## src/tsp_pkg.sv

```systemverilog
// Package holding register offsets, field positions and selector codes.
`default_nettype none
package tsp_pkg;
  localparam logic [7:0] TSP_ADDR_PIN_CONFIG = 8'h02;
  localparam logic [7:0] TSP_ADDR_SIGNAL_SELECT = 8'h0B;
  localparam logic [7:0] TSP_ADDR_PIN_ONE_DRIVE = 8'h4F;
  localparam logic [15:0] TSP_PIN_CONFIG_RESET = 16'h0000;
  localparam logic [15:0] TSP_SIGNAL_SELECT_RESET = 16'h0000;
  localparam logic [15:0] TSP_PIN_ONE_DRIVE_RESET = 16'h0000;
  localparam int TSP_POL0_BIT = 0;
  localparam int TSP_STYLE0_BIT = 1;
  localparam int TSP_EN0_BIT = 2;
  localparam int TSP_POL1_BIT = 8;
  localparam int TSP_STYLE1_BIT = 9;
  localparam int TSP_EN1_BIT = 6;
  localparam int TSP_SEL0_LSB = 0;
  localparam int TSP_SEL1_LSB = 8;
  localparam int TSP_SEL_W = 5;
  localparam logic [4:0] TSP_SEL_INTERRUPT = 5'h01;
  localparam logic [4:0] TSP_SEL_SAMPLE_WINDOW = 5'h02;
  localparam logic [4:0] TSP_SEL_LED_A = 5'h05;
  localparam logic [4:0] TSP_SEL_LED_B = 5'h06;
  localparam logic [4:0] TSP_SEL_LED_AB = 5'h07;
  localparam logic [4:0] TSP_SEL_WRITTEN_A = 5'h0C;
  localparam logic [4:0] TSP_SEL_WRITTEN_B = 5'h0D;
  localparam logic [4:0] TSP_SEL_WRITTEN_AB = 5'h0E;
  localparam logic [4:0] TSP_SEL_HALF_RATE = 5'h0F;
  localparam logic [4:0] TSP_SEL_LOGIC_ZERO = 5'h10;
  localparam logic [4:0] TSP_SEL_LOGIC_ONE = 5'h11;
  localparam logic [4:0] TSP_SEL_OSC = 5'h13;
endpackage
`default_nettype wire

```

## src/tsp_sig_if.sv

```systemverilog
// Interface carrying internal timing signals between the sequencer and pins.
`default_nettype none
interface tsp_sig_if;
  logic irq;
  logic legacy_secondary_output;
  logic window;
  logic led_a;
  logic led_b;
  logic written_a;
  logic written_b;
  logic half_rate_toggle;
  logic osc;
  modport src(output irq, legacy_secondary_output, window, led_a, led_b,
    written_a, written_b, half_rate_toggle, osc);
  modport dst(input irq, legacy_secondary_output, window, led_a, led_b,
    written_a, written_b, half_rate_toggle, osc);
endinterface
`default_nettype wire

```

## src/tsp_pin_drive.sv

```systemverilog
// One timing pin: signal selection, polarity and drive style.
`default_nettype none
module tsp_pin_drive
  import tsp_pkg::*;
(
  input wire logic clk,
  input wire logic rst,
  tsp_sig_if.dst sig,
  input wire logic [4:0] sel,
  input wire logic legacy,
  input wire logic legacy_is_pin_one,
  input wire logic polarity_low,
  input wire logic open_drain,
  input wire logic drive_en,
  output logic pin_out,
  output logic pin_oe_n
);
  logic asserted;
  logic level;
  logic next_pin_out;
  logic next_pin_oe_n;

  always_comb begin
    if (legacy) begin
      // Legacy mode: pin zero carries the interrupt, pin one the other.
      asserted = legacy_is_pin_one ? sig.legacy_secondary_output
                                   : sig.irq;
    end else begin
      case (sel)
        TSP_SEL_INTERRUPT: asserted = sig.irq;
        TSP_SEL_SAMPLE_WINDOW: asserted = sig.window;
        TSP_SEL_LED_A: asserted = sig.led_a;
        TSP_SEL_LED_B: asserted = sig.led_b;
        TSP_SEL_LED_AB: asserted = sig.led_a | sig.led_b;
        TSP_SEL_WRITTEN_A: asserted = sig.written_a;
        TSP_SEL_WRITTEN_B: asserted = sig.written_b;
        TSP_SEL_WRITTEN_AB: asserted = sig.written_a | sig.written_b;
        TSP_SEL_HALF_RATE: asserted = sig.half_rate_toggle;
        TSP_SEL_LOGIC_ZERO: asserted = 1'b0;
        TSP_SEL_LOGIC_ONE: asserted = 1'b1;
        TSP_SEL_OSC: asserted = sig.osc;
        default: asserted = 1'b0;
      endcase
    end
    // Release is taken before polarity, so open drain releases whenever not asserted.
    level = asserted ^ polarity_low;
    next_pin_out = level;
    if (!drive_en) begin
      next_pin_oe_n = 1'b1;
    end else if (open_drain) begin
      next_pin_oe_n = !asserted;
    end else begin
      next_pin_oe_n = 1'b0;
    end
  end

  always_ff @(posedge clk or posedge rst) begin
    if (rst) begin
      pin_out <= 1'b0;
      pin_oe_n <= 1'b1;
    end else begin
      pin_out <= next_pin_out;
      pin_oe_n <= next_pin_oe_n;
    end
  end

  property p_disabled_released;
    @(posedge clk) disable iff (rst)
      !drive_en |=> pin_oe_n;
  endproperty
  a_disabled_released: assert property (p_disabled_released)
    else $error("Pin driven while its drive is disabled.");

  property p_open_drain_release;
    @(posedge clk) disable iff (rst)
      (drive_en && open_drain && !legacy && sel == TSP_SEL_LOGIC_ZERO)
        |=> pin_oe_n;
  endproperty
  a_open_drain_release: assert property (p_open_drain_release)
    else $error("Open drain pin driven while deasserted.");

  property p_const_one;
    @(posedge clk) disable iff (rst)
      (!legacy && sel == TSP_SEL_LOGIC_ONE)
        |=> pin_out == !$past(polarity_low);
  endproperty
  a_const_one: assert property (p_const_one)
    else $error("Constant one selection shows the wrong level.");

  property p_undefined_inactive;
    @(posedge clk) disable iff (rst)
      (!legacy && sel == 5'h1F) |=> pin_out == $past(polarity_low);
  endproperty
  a_undefined_inactive: assert property (p_undefined_inactive)
    else $error("Undefined selection does not sit inactive.");
endmodule
`default_nettype wire

```

## src/tsp_timing_pins.sv

```systemverilog
// Timing signal pin selector top with its register file and sequencing.
`default_nettype none
module tsp_timing_pins
  import tsp_pkg::*;
(
  input wire logic clk,
  input wire logic rst,
  input wire logic reg_wr,
  input wire logic [7:0] reg_addr,
  input wire logic [15:0] reg_wdata,
  output logic [15:0] reg_rdata,
  input wire logic normal_mode,
  input wire logic sample_start,
  input wire logic slot_a_active,
  input wire logic slot_b_active,
  input wire logic slot_a_end,
  input wire logic slot_b_end,
  input wire logic led_a_pulse,
  input wire logic led_b_pulse,
  input wire logic data_stored_a,
  input wire logic data_stored_b,
  input wire logic irq_masked,
  input wire logic legacy_secondary_output,
  input wire logic osc_32k_pin,
  output logic timing_pin_zero_out,
  output logic timing_pin_zero_oe_n,
  output logic timing_pin_one_out,
  output logic timing_pin_one_oe_n
);
  logic [15:0] timing_pin_config;
  logic [15:0] timing_signal_select;
  logic [15:0] pin_one_drive_control;
  logic [15:0] next_timing_pin_config;
  logic [15:0] next_timing_signal_select;
  logic [15:0] next_pin_one_drive_control;
  logic [15:0] next_reg_rdata;
  logic osc_meta;
  logic osc_sync;
  logic written_a;
  logic written_b;
  logic half_rate;
  logic normal_q;
  logic next_written_a;
  logic next_written_b;
  logic next_half_rate;
  logic legacy;
  logic [4:0] sel_zero;
  logic [4:0] sel_one;
  tsp_sig_if sig();

  // Register file: writes steer the pins, reads return stored values.
  always_comb begin
    next_timing_pin_config = timing_pin_config;
    next_timing_signal_select = timing_signal_select;
    next_pin_one_drive_control = pin_one_drive_control;
    if (reg_wr) begin
      case (reg_addr)
        TSP_ADDR_PIN_CONFIG: next_timing_pin_config = reg_wdata;
        TSP_ADDR_SIGNAL_SELECT: next_timing_signal_select = reg_wdata;
        TSP_ADDR_PIN_ONE_DRIVE: next_pin_one_drive_control = reg_wdata;
        default: next_timing_pin_config = timing_pin_config;
      endcase
    end
    case (reg_addr)
      TSP_ADDR_PIN_CONFIG: next_reg_rdata = timing_pin_config;
      TSP_ADDR_SIGNAL_SELECT: next_reg_rdata = timing_signal_select;
      TSP_ADDR_PIN_ONE_DRIVE: next_reg_rdata = pin_one_drive_control;
      default: next_reg_rdata = 16'h0000;
    endcase
  end

  always_ff @(posedge clk or posedge rst) begin
    if (rst) begin
      timing_pin_config <= TSP_PIN_CONFIG_RESET;
      timing_signal_select <= TSP_SIGNAL_SELECT_RESET;
      pin_one_drive_control <= TSP_PIN_ONE_DRIVE_RESET;
      reg_rdata <= 16'h0000;
    end else begin
      timing_pin_config <= next_timing_pin_config;
      timing_signal_select <= next_timing_signal_select;
      pin_one_drive_control <= next_pin_one_drive_control;
      reg_rdata <= next_reg_rdata;
    end
  end

  // The oscillator comes from another domain, so it is synchronised.
  // Its copy therefore lags by two cycles and jitters by one.
  always_ff @(posedge clk or posedge rst) begin
    if (rst) begin
      osc_meta <= 1'b0;
      osc_sync <= 1'b0;
    end else begin
      osc_meta <= osc_32k_pin;
      osc_sync <= osc_meta;
    end
  end

  // Sample sequencing for the written flags and the half-rate toggle.
  always_comb begin
    next_written_a = written_a;
    next_written_b = written_b;
    next_half_rate = half_rate;
    // A slot end with data stored wins over a coincident sample start.
    if (sample_start) begin
      next_written_a = 1'b0;
      next_written_b = 1'b0;
    end
    if (slot_a_end && data_stored_a) begin
      next_written_a = 1'b1;
    end
    if (slot_b_end && data_stored_b) begin
      next_written_b = 1'b1;
    end
    // A sample completes at the end of its last slot.
    if (slot_b_end || (slot_a_end && !slot_b_active)) begin
      next_half_rate = !half_rate;
    end
    if (normal_mode && !normal_q) begin
      next_half_rate = 1'b0;
    end
  end

  always_ff @(posedge clk or posedge rst) begin
    if (rst) begin
      written_a <= 1'b0;
      written_b <= 1'b0;
      half_rate <= 1'b0;
      normal_q <= 1'b0;
    end else begin
      written_a <= next_written_a;
      written_b <= next_written_b;
      half_rate <= next_half_rate;
      normal_q <= normal_mode;
    end
  end

  assign legacy = (timing_signal_select == 16'h0000);
  assign sig.irq = irq_masked;
  assign sig.legacy_secondary_output = legacy_secondary_output;
  assign sig.window = slot_a_active | slot_b_active;
  assign sig.led_a = led_a_pulse;
  assign sig.led_b = led_b_pulse;
  assign sig.written_a = written_a;
  assign sig.written_b = written_b;
  assign sig.half_rate_toggle = half_rate;
  assign sig.osc = osc_sync;
  assign sel_zero = timing_signal_select[TSP_SEL0_LSB +: TSP_SEL_W];
  assign sel_one = timing_signal_select[TSP_SEL1_LSB +: TSP_SEL_W];

  tsp_pin_drive u_pin_zero (
    .clk(clk),
    .rst(rst),
    .sig(sig),
    .sel(sel_zero),
    .legacy(legacy),
    .legacy_is_pin_one(1'b0),
    .polarity_low(timing_pin_config[TSP_POL0_BIT]),
    .open_drain(timing_pin_config[TSP_STYLE0_BIT]),
    .drive_en(timing_pin_config[TSP_EN0_BIT]),
    .pin_out(timing_pin_zero_out),
    .pin_oe_n(timing_pin_zero_oe_n)
  );

  tsp_pin_drive u_pin_one (
    .clk(clk),
    .rst(rst),
    .sig(sig),
    .sel(sel_one),
    .legacy(legacy),
    .legacy_is_pin_one(1'b1),
    .polarity_low(timing_pin_config[TSP_POL1_BIT]),
    .open_drain(timing_pin_config[TSP_STYLE1_BIT]),
    .drive_en(pin_one_drive_control[TSP_EN1_BIT]),
    .pin_out(timing_pin_one_out),
    .pin_oe_n(timing_pin_one_oe_n)
  );

  property p_written_set;
    @(posedge clk) disable iff (rst)
      (slot_a_end && data_stored_a) |=> written_a;
  endproperty
  a_written_set: assert property (p_written_set)
    else $error("Written flag missed a stored slot end.");

  property p_written_clear;
    @(posedge clk) disable iff (rst)
      (sample_start && !slot_b_end) |=> !written_b;
  endproperty
  a_written_clear: assert property (p_written_clear)
    else $error("Written flag survived a new sample.");

  property p_half_start_low;
    @(posedge clk) disable iff (rst)
      (normal_mode && !normal_q) |=> !half_rate;
  endproperty
  a_half_start_low: assert property (p_half_start_low)
    else $error("Half-rate toggle did not start low.");

  property p_half_toggle;
    @(posedge clk) disable iff (rst)
      (slot_b_end && !(normal_mode && !normal_q))
        |=> half_rate != $past(half_rate);
  endproperty
  a_half_toggle: assert property (p_half_toggle)
    else $error("Half-rate toggle missed a sample end.");

  property p_legacy_pin_zero;
    @(posedge clk) disable iff (rst)
      (legacy && !timing_pin_config[TSP_POL0_BIT])
        |=> timing_pin_zero_out == $past(irq_masked);
  endproperty
  a_legacy_pin_zero: assert property (p_legacy_pin_zero)
    else $error("Legacy pin zero does not follow the interrupt.");

  property p_legacy_pin_one;
    @(posedge clk) disable iff (rst)
      (legacy && !timing_pin_config[TSP_POL1_BIT])
        |=> timing_pin_one_out == $past(legacy_secondary_output);
  endproperty
  a_legacy_pin_one: assert property (p_legacy_pin_one)
    else $error("Legacy pin one does not follow its source.");

  property p_irq_route;
    @(posedge clk) disable iff (rst)
      (sel_zero == TSP_SEL_INTERRUPT && !timing_pin_config[TSP_POL0_BIT])
        |=> timing_pin_zero_out == $past(irq_masked);
  endproperty
  a_irq_route: assert property (p_irq_route)
    else $error("Interrupt selection shows the wrong level.");

  property p_window_route;
    @(posedge clk) disable iff (rst)
      (sel_one == TSP_SEL_SAMPLE_WINDOW && !timing_pin_config[TSP_POL1_BIT])
        |=> timing_pin_one_out == $past(slot_a_active | slot_b_active);
  endproperty
  a_window_route: assert property (p_window_route)
    else $error("Sample window selection shows the wrong level.");

  property p_led_route;
    @(posedge clk) disable iff (rst)
      (sel_zero == TSP_SEL_LED_AB && !timing_pin_config[TSP_POL0_BIT])
        |=> timing_pin_zero_out == $past(led_a_pulse | led_b_pulse);
  endproperty
  a_led_route: assert property (p_led_route)
    else $error("LED copy selection shows the wrong level.");

  property p_written_route;
    @(posedge clk) disable iff (rst)
      (sel_one == TSP_SEL_WRITTEN_AB && !timing_pin_config[TSP_POL1_BIT])
        |=> timing_pin_one_out == $past(written_a | written_b);
  endproperty
  a_written_route: assert property (p_written_route)
    else $error("Written selection shows the wrong level.");

  property p_half_route;
    @(posedge clk) disable iff (rst)
      (sel_zero == TSP_SEL_HALF_RATE && !timing_pin_config[TSP_POL0_BIT])
        |=> timing_pin_zero_out == $past(half_rate);
  endproperty
  a_half_route: assert property (p_half_route)
    else $error("Half-rate selection shows the wrong level.");

  property p_osc_route;
    @(posedge clk) disable iff (rst)
      (sel_one == TSP_SEL_OSC && !timing_pin_config[TSP_POL1_BIT])
        |=> timing_pin_one_out == $past(osc_sync);
  endproperty
  a_osc_route: assert property (p_osc_route)
    else $error("Oscillator selection shows the wrong level.");

  property p_pin_one_disabled;
    @(posedge clk) disable iff (rst)
      !pin_one_drive_control[TSP_EN1_BIT] |=> timing_pin_one_oe_n;
  endproperty
  a_pin_one_disabled: assert property (p_pin_one_disabled)
    else $error("Pin one driven while its drive is disabled.");

  property p_push_pull_zero;
    @(posedge clk) disable iff (rst)
      (timing_pin_config[TSP_EN0_BIT] && !timing_pin_config[TSP_STYLE0_BIT])
        |=> !timing_pin_zero_oe_n;
  endproperty
  a_push_pull_zero: assert property (p_push_pull_zero)
    else $error("Push-pull pin zero is not driven.");

  property p_select_write;
    @(posedge clk) disable iff (rst)
      (reg_wr && reg_addr == TSP_ADDR_SIGNAL_SELECT)
        |=> timing_signal_select == $past(reg_wdata);
  endproperty
  a_select_write: assert property (p_select_write)
    else $error("Select register did not take the written word.");

  property p_polarity_low;
    @(posedge clk) disable iff (rst)
      (sel_one == TSP_SEL_LOGIC_ZERO && timing_pin_config[TSP_POL1_BIT])
        |=> timing_pin_one_out;
  endproperty
  a_polarity_low: assert property (p_polarity_low)
    else $error("Active-low pin one is not high while inactive.");
endmodule
`default_nettype wire

```

## config.mk

```make
export PLATFORM = sky130hd
export DESIGN_NAME = tsp_timing_pins
export DESIGN_NICKNAME = d
export VERILOG_FILES = /design/src/tsp_pkg.sv /design/src/tsp_sig_if.sv /design/src/tsp_pin_drive.sv /design/src/tsp_timing_pins.sv
export SDC_FILE = /design/constraint.sdc
export NUM_CORES = 1
export LEC_CHECK = 0
export BUFFER_PORTS_ARGS = -buffer_cell sky130_fd_sc_hd__buf_4
export CAP_MARGIN = 20
export CORE_MARGIN = 1.5
export CORE_UTILIZATION = 37
export DETAILED_ROUTE_END_ITERATION = 7
export PLACE_DENSITY = 0.59
export SYNTH_ARGS = -nofsm -noshare
export SYNTH_HDL_FRONTEND = slang
export SYNTH_SLANG_ARGS = --single-unit
```

## constraint.sdc

```tcl
create_clock -name clk -period 2.1 [get_ports clk]
set_input_delay 0.21 -clock clk [delete_from_list [all_inputs] [get_ports clk]]
set_output_delay 0.21 -clock clk [all_outputs]
set_load 0.01 [all_outputs]
```

==> summary.txt <==
number of different library cells in the post-synthesis netlist = 42
maximum clock frequency = 571 MHz
count of flip-flops with a built-in enable after synthesis = 0
Fillers = 772
share of the synthesized area in the top cell type = 56.5%
Total Nets Final = 351
half-perimeter wire length after detailed placement = 4.81 mm
max-cap check violation count = 0
critical path endpoint category = register
core occupancy in the finished layout = 48.4%
crit path cell chain = and4b_1, a22oi_1, nor2_1, nor4bb_1, xnor2_1
starting density of the core = 38.4%
Seq. cell area = 1850 um^2
DRC viols = 0
count of antenna diodes in the layout = 0
Die Width = 95.9 um
number of global-route vias before repair = 2,179
total global-route track usage = 16.3%
count of final max-slew check failures = 0
Vias = 2,225
required time of the critical path = 2.34 ns
global placer's final weighted congestion = 0.733
footprint of the multi-input gates = 1180 um^2
share of the clock period used by the worst path = 83.4%
async set or reset register ratio after synthesis = 100%
total wire length = 6.79 mm
final sum of negative setup slack = 0 ns
delay of the slowest cell on the worst path = 0.53 ns
number of buffer cells added on primary ports = 59
later-pin clock latency in the skew report = 0.34 ns
CTS buffer count = 9
leakage component of the power = 2.11 nW
DRC violation total after the first TritonRoute iteration = 124
largest delay contributor family on the critical path = simple AND/OR/NAND/NOR gates
syn_nets = 282
Sinks on Clock Net = 74
cell type contributing the most total cell area after synthesis = sky130_fd_sc_hd__dfrtp_1
worst-case clock buffer depth = 2
Post-DRT Antenna Nets = 0
worst setup slack before clock tree synthesis = 0.219 ns
worst slew margin relative to its limit = 68.9%
Core Region = 8300 um^2
yosys synthesis warning count = 0
maximum number of pins on one net before global-route repair = 57
count of boundary I/O pins = 60
overflow left after global routing = 0
Critical Setup Path Class = register to register
floorplan die area = 9190 um^2
Post-Route Skew = 0.00992 ns
startpoint class of the critical path = register
CTS H-Tree Depth = 3
Slew @ Worst Pin = 0.463 ns
first-pass GRT wire length = 11.1 mm
mean area per synthesized cell = 13.2 um^2
Clk pin slew, worst setup/hold paths = 0.08 ns
Post-Synthesis Cell Area = 3190 um^2
vias per cell = 5.29
worst hold path stage count = 2
class of the tightest hold or removal check = input pin to register
worst path bufs/invs = 0
minimum clock period after layout = 1.75 ns
Max stage delay cell, worst path = sky130_fd_sc_hd__dfrtp_1
Crit. path cell count = 5
data arrival time at the worst-slack endpoint = 2.00 ns
path depth of the worst reg2reg path = 5
site row count = 33
fraction of final layout cells with drive strength greater than 1 = 29.4%
PD cells = 691 nW/um^2
mean routed wirelength per cell = 16.1 um
Peak VDD IR = 290 uV
area growth from synthesis to layout = 25.8%
CP max FO = 9
number of storage elements in the synthesis netlist = 74
leading register cell type out of synthesis = sky130_fd_sc_hd__dfrtp_1
synthesized instance count = 242
largest cells by area after synthesis = sky130_fd_sc_hd__dfrtp_1 56%, sky130_fd_sc_hd__mux2_1 17%, sky130_fd_sc_hd__a222oi_1 5.0%
antenna violations before repair = 0
DR pass1 iterations = 6
number of failing hold endpoints at the final stage = 0
outcome = finished clean
setup slack of the critical path after layout = 0.348 ns
RSZ-0062 raised after global routing = no
buffers inserted during post-CTS setup optimization = 0
quantity of gates resized following cts = 0
final setup violating endpoints = 0
cell at the root of the clock tree = sky130_fd_sc_hd__clkbuf_8
Post-CTS Hold Fix Bufs = 3
clock tree from TritonCTS = yes
Seq/Total Area, Yosys = 58.1%
vertical extent of the die = 95.9 um
-- through the flow --
step	cell area (um^2)	std cells	hold WS [ns]	power, mW
floorplan	3190	242	0.241	1.69
global placement	3810	402	0.241	1.83
detailed placement	3810	402	0.241	1.83
CTS	4010	421	0.0376	2.81
global route	4010	421	0.0434	2.91
finish	4010	421	0.0500	2.77
-- layout by cell type (no fill, tap or decap), types with 2 or more instances in the layout --
cell type and count:
sky130_fd_sc_hd__xor2_1 2, sky130_fd_sc_hd__nor3_1 3, sky130_fd_sc_hd__mux2_1 49, sky130_fd_sc_hd__buf_4 66, sky130_fd_sc_hd__nor2_1 7, sky130_fd_sc_hd__dfrtp_1 72
sky130_fd_sc_hd__nand4_1 4, sky130_fd_sc_hd__a21oi_1 3, sky130_fd_sc_hd__clkinv_4 2, sky130_fd_sc_hd__clkinv_2 2, sky130_fd_sc_hd__o21ai_1 2, sky130_fd_sc_hd__inv_1 22
sky130_fd_sc_hd__clkbuf_8 10, sky130_fd_sc_hd__dfstp_2 2, sky130_fd_sc_hd__a222oi_1 16, sky130_fd_sc_hd__o211ai_1 3, sky130_fd_sc_hd__o31ai_1 2, sky130_fd_sc_hd__nor4_1 2
sky130_fd_sc_hd__nand3_1 3, sky130_fd_sc_hd__clkbuf_1 2, sky130_fd_sc_hd__mux2i_1 2, sky130_fd_sc_hd__o21ai_0 3, sky130_fd_sc_hd__nand2_1 7, sky130_fd_sc_hd__nand4bb_1 2
sky130_fd_sc_hd__dlygate4sd3_1 3, sky130_fd_sc_hd__buf_12 3, sky130_fd_sc_hd__nand4b_1 2
-- layer usage --
layer	vias up	GRT usage [%]	share of wire, %
met5	-	0	0
met4	0	7.48	1.9
met3	12	3.16	5.3
met2	68	24.5	47
met1	1112	22.8	46
li1	1033	-	-
-- kinds of logic after synthesis --
| kind of cell | after synthesis | synth area share (%) |
|---|---|---|
| compound gates | 34 | 8.82 |
| flops | 74 | 58.1 |
| buf+inv | 37 | 4.78 |
| mux | 51 | 17.9 |
| simple gates | 43 | 9.53 |
| xor+xnor | 3 | 0.824 |
-- path summary, 6_finish.rpt --
check	startpoint	end	slack [ns]
setup reg to reg	timing_signal_select[10]	u_pin_one.pin_out	0.35
hold / removal	sample_start	sig.written_b	0.05
min in group asynchronous	rst	pin_one_drive_control[3]	0.42
max in group asynchronous	rst	u_pin_one.pin_oe_n	1.01
setup / recovery	timing_signal_select[10]	u_pin_one.pin_out	0.35
hold reg to reg	osc_meta	osc_sync	0.35
-- cell type report --
class                      instances  share of cell area (%)
sequential                        74                    46.2
multi-input combinational        131                    29.5
timing repair buffer              72                    14.6
clock buffer                      12                    3.62
tap                              105                    3.27
inverter                          23                    2.15
clock inverter                     4                   0.686
-- cells in the mapped netlist, drive strengths merged (2+ instances only) --
master / count
dfstp: 2
o21ai: 5
nor2: 8
xor2: 2
mux2: 49
o211ai: 3
nand4b: 2
nor3: 4
buf: 6
mux2i: 2
nand4: 4
inv: 23
nand2: 7
a222oi: 16
o31ai: 2
dfrtp: 72
clkbuf: 8
nor4: 4
nand4bb: 2
nand3: 4
a21oi: 3
-- worst reg2reg max path: stages (launching register included) --
cell and delay [ns]:
sky130_fd_sc_hd__dfrtp_1 0.53, sky130_fd_sc_hd__and4b_1 0.25, sky130_fd_sc_hd__a22oi_1 0.18, sky130_fd_sc_hd__nor2_1 0.06, sky130_fd_sc_hd__nor4bb_1 0.44, sky130_fd_sc_hd__xnor2_1 0.20
-- state kept, by name, indices dropped and copies added, names as in the netlist --
| register | cells |
|---|---|
| pin_one_drive_control | 16 |
| normal_q | 1 |
| u_pin_zero.pin_oe_n | 1 |
| u_pin_one.pin_oe_n | 1 |
| timing_signal_select | 16 |
| half_rate | 1 |
| osc_meta | 1 |
| u_pin_zero.pin_out | 1 |
| sig.written_a | 1 |
| osc_sync | 1 |
| timing_pin_config | 16 |
| sig.written_b | 1 |
| u_pin_one.pin_out | 1 |
| reg_rdata | 16 |
-- power by group --
group          switching [mW]  internal, mW  total (mW)
Clock                   0.508         0.462       0.970
Sequential             0.0596          1.49        1.55
Combinational           0.117         0.134       0.251
Total                   0.685          2.09        2.77
Note: power is estimated with default switching activity, not from simulation.
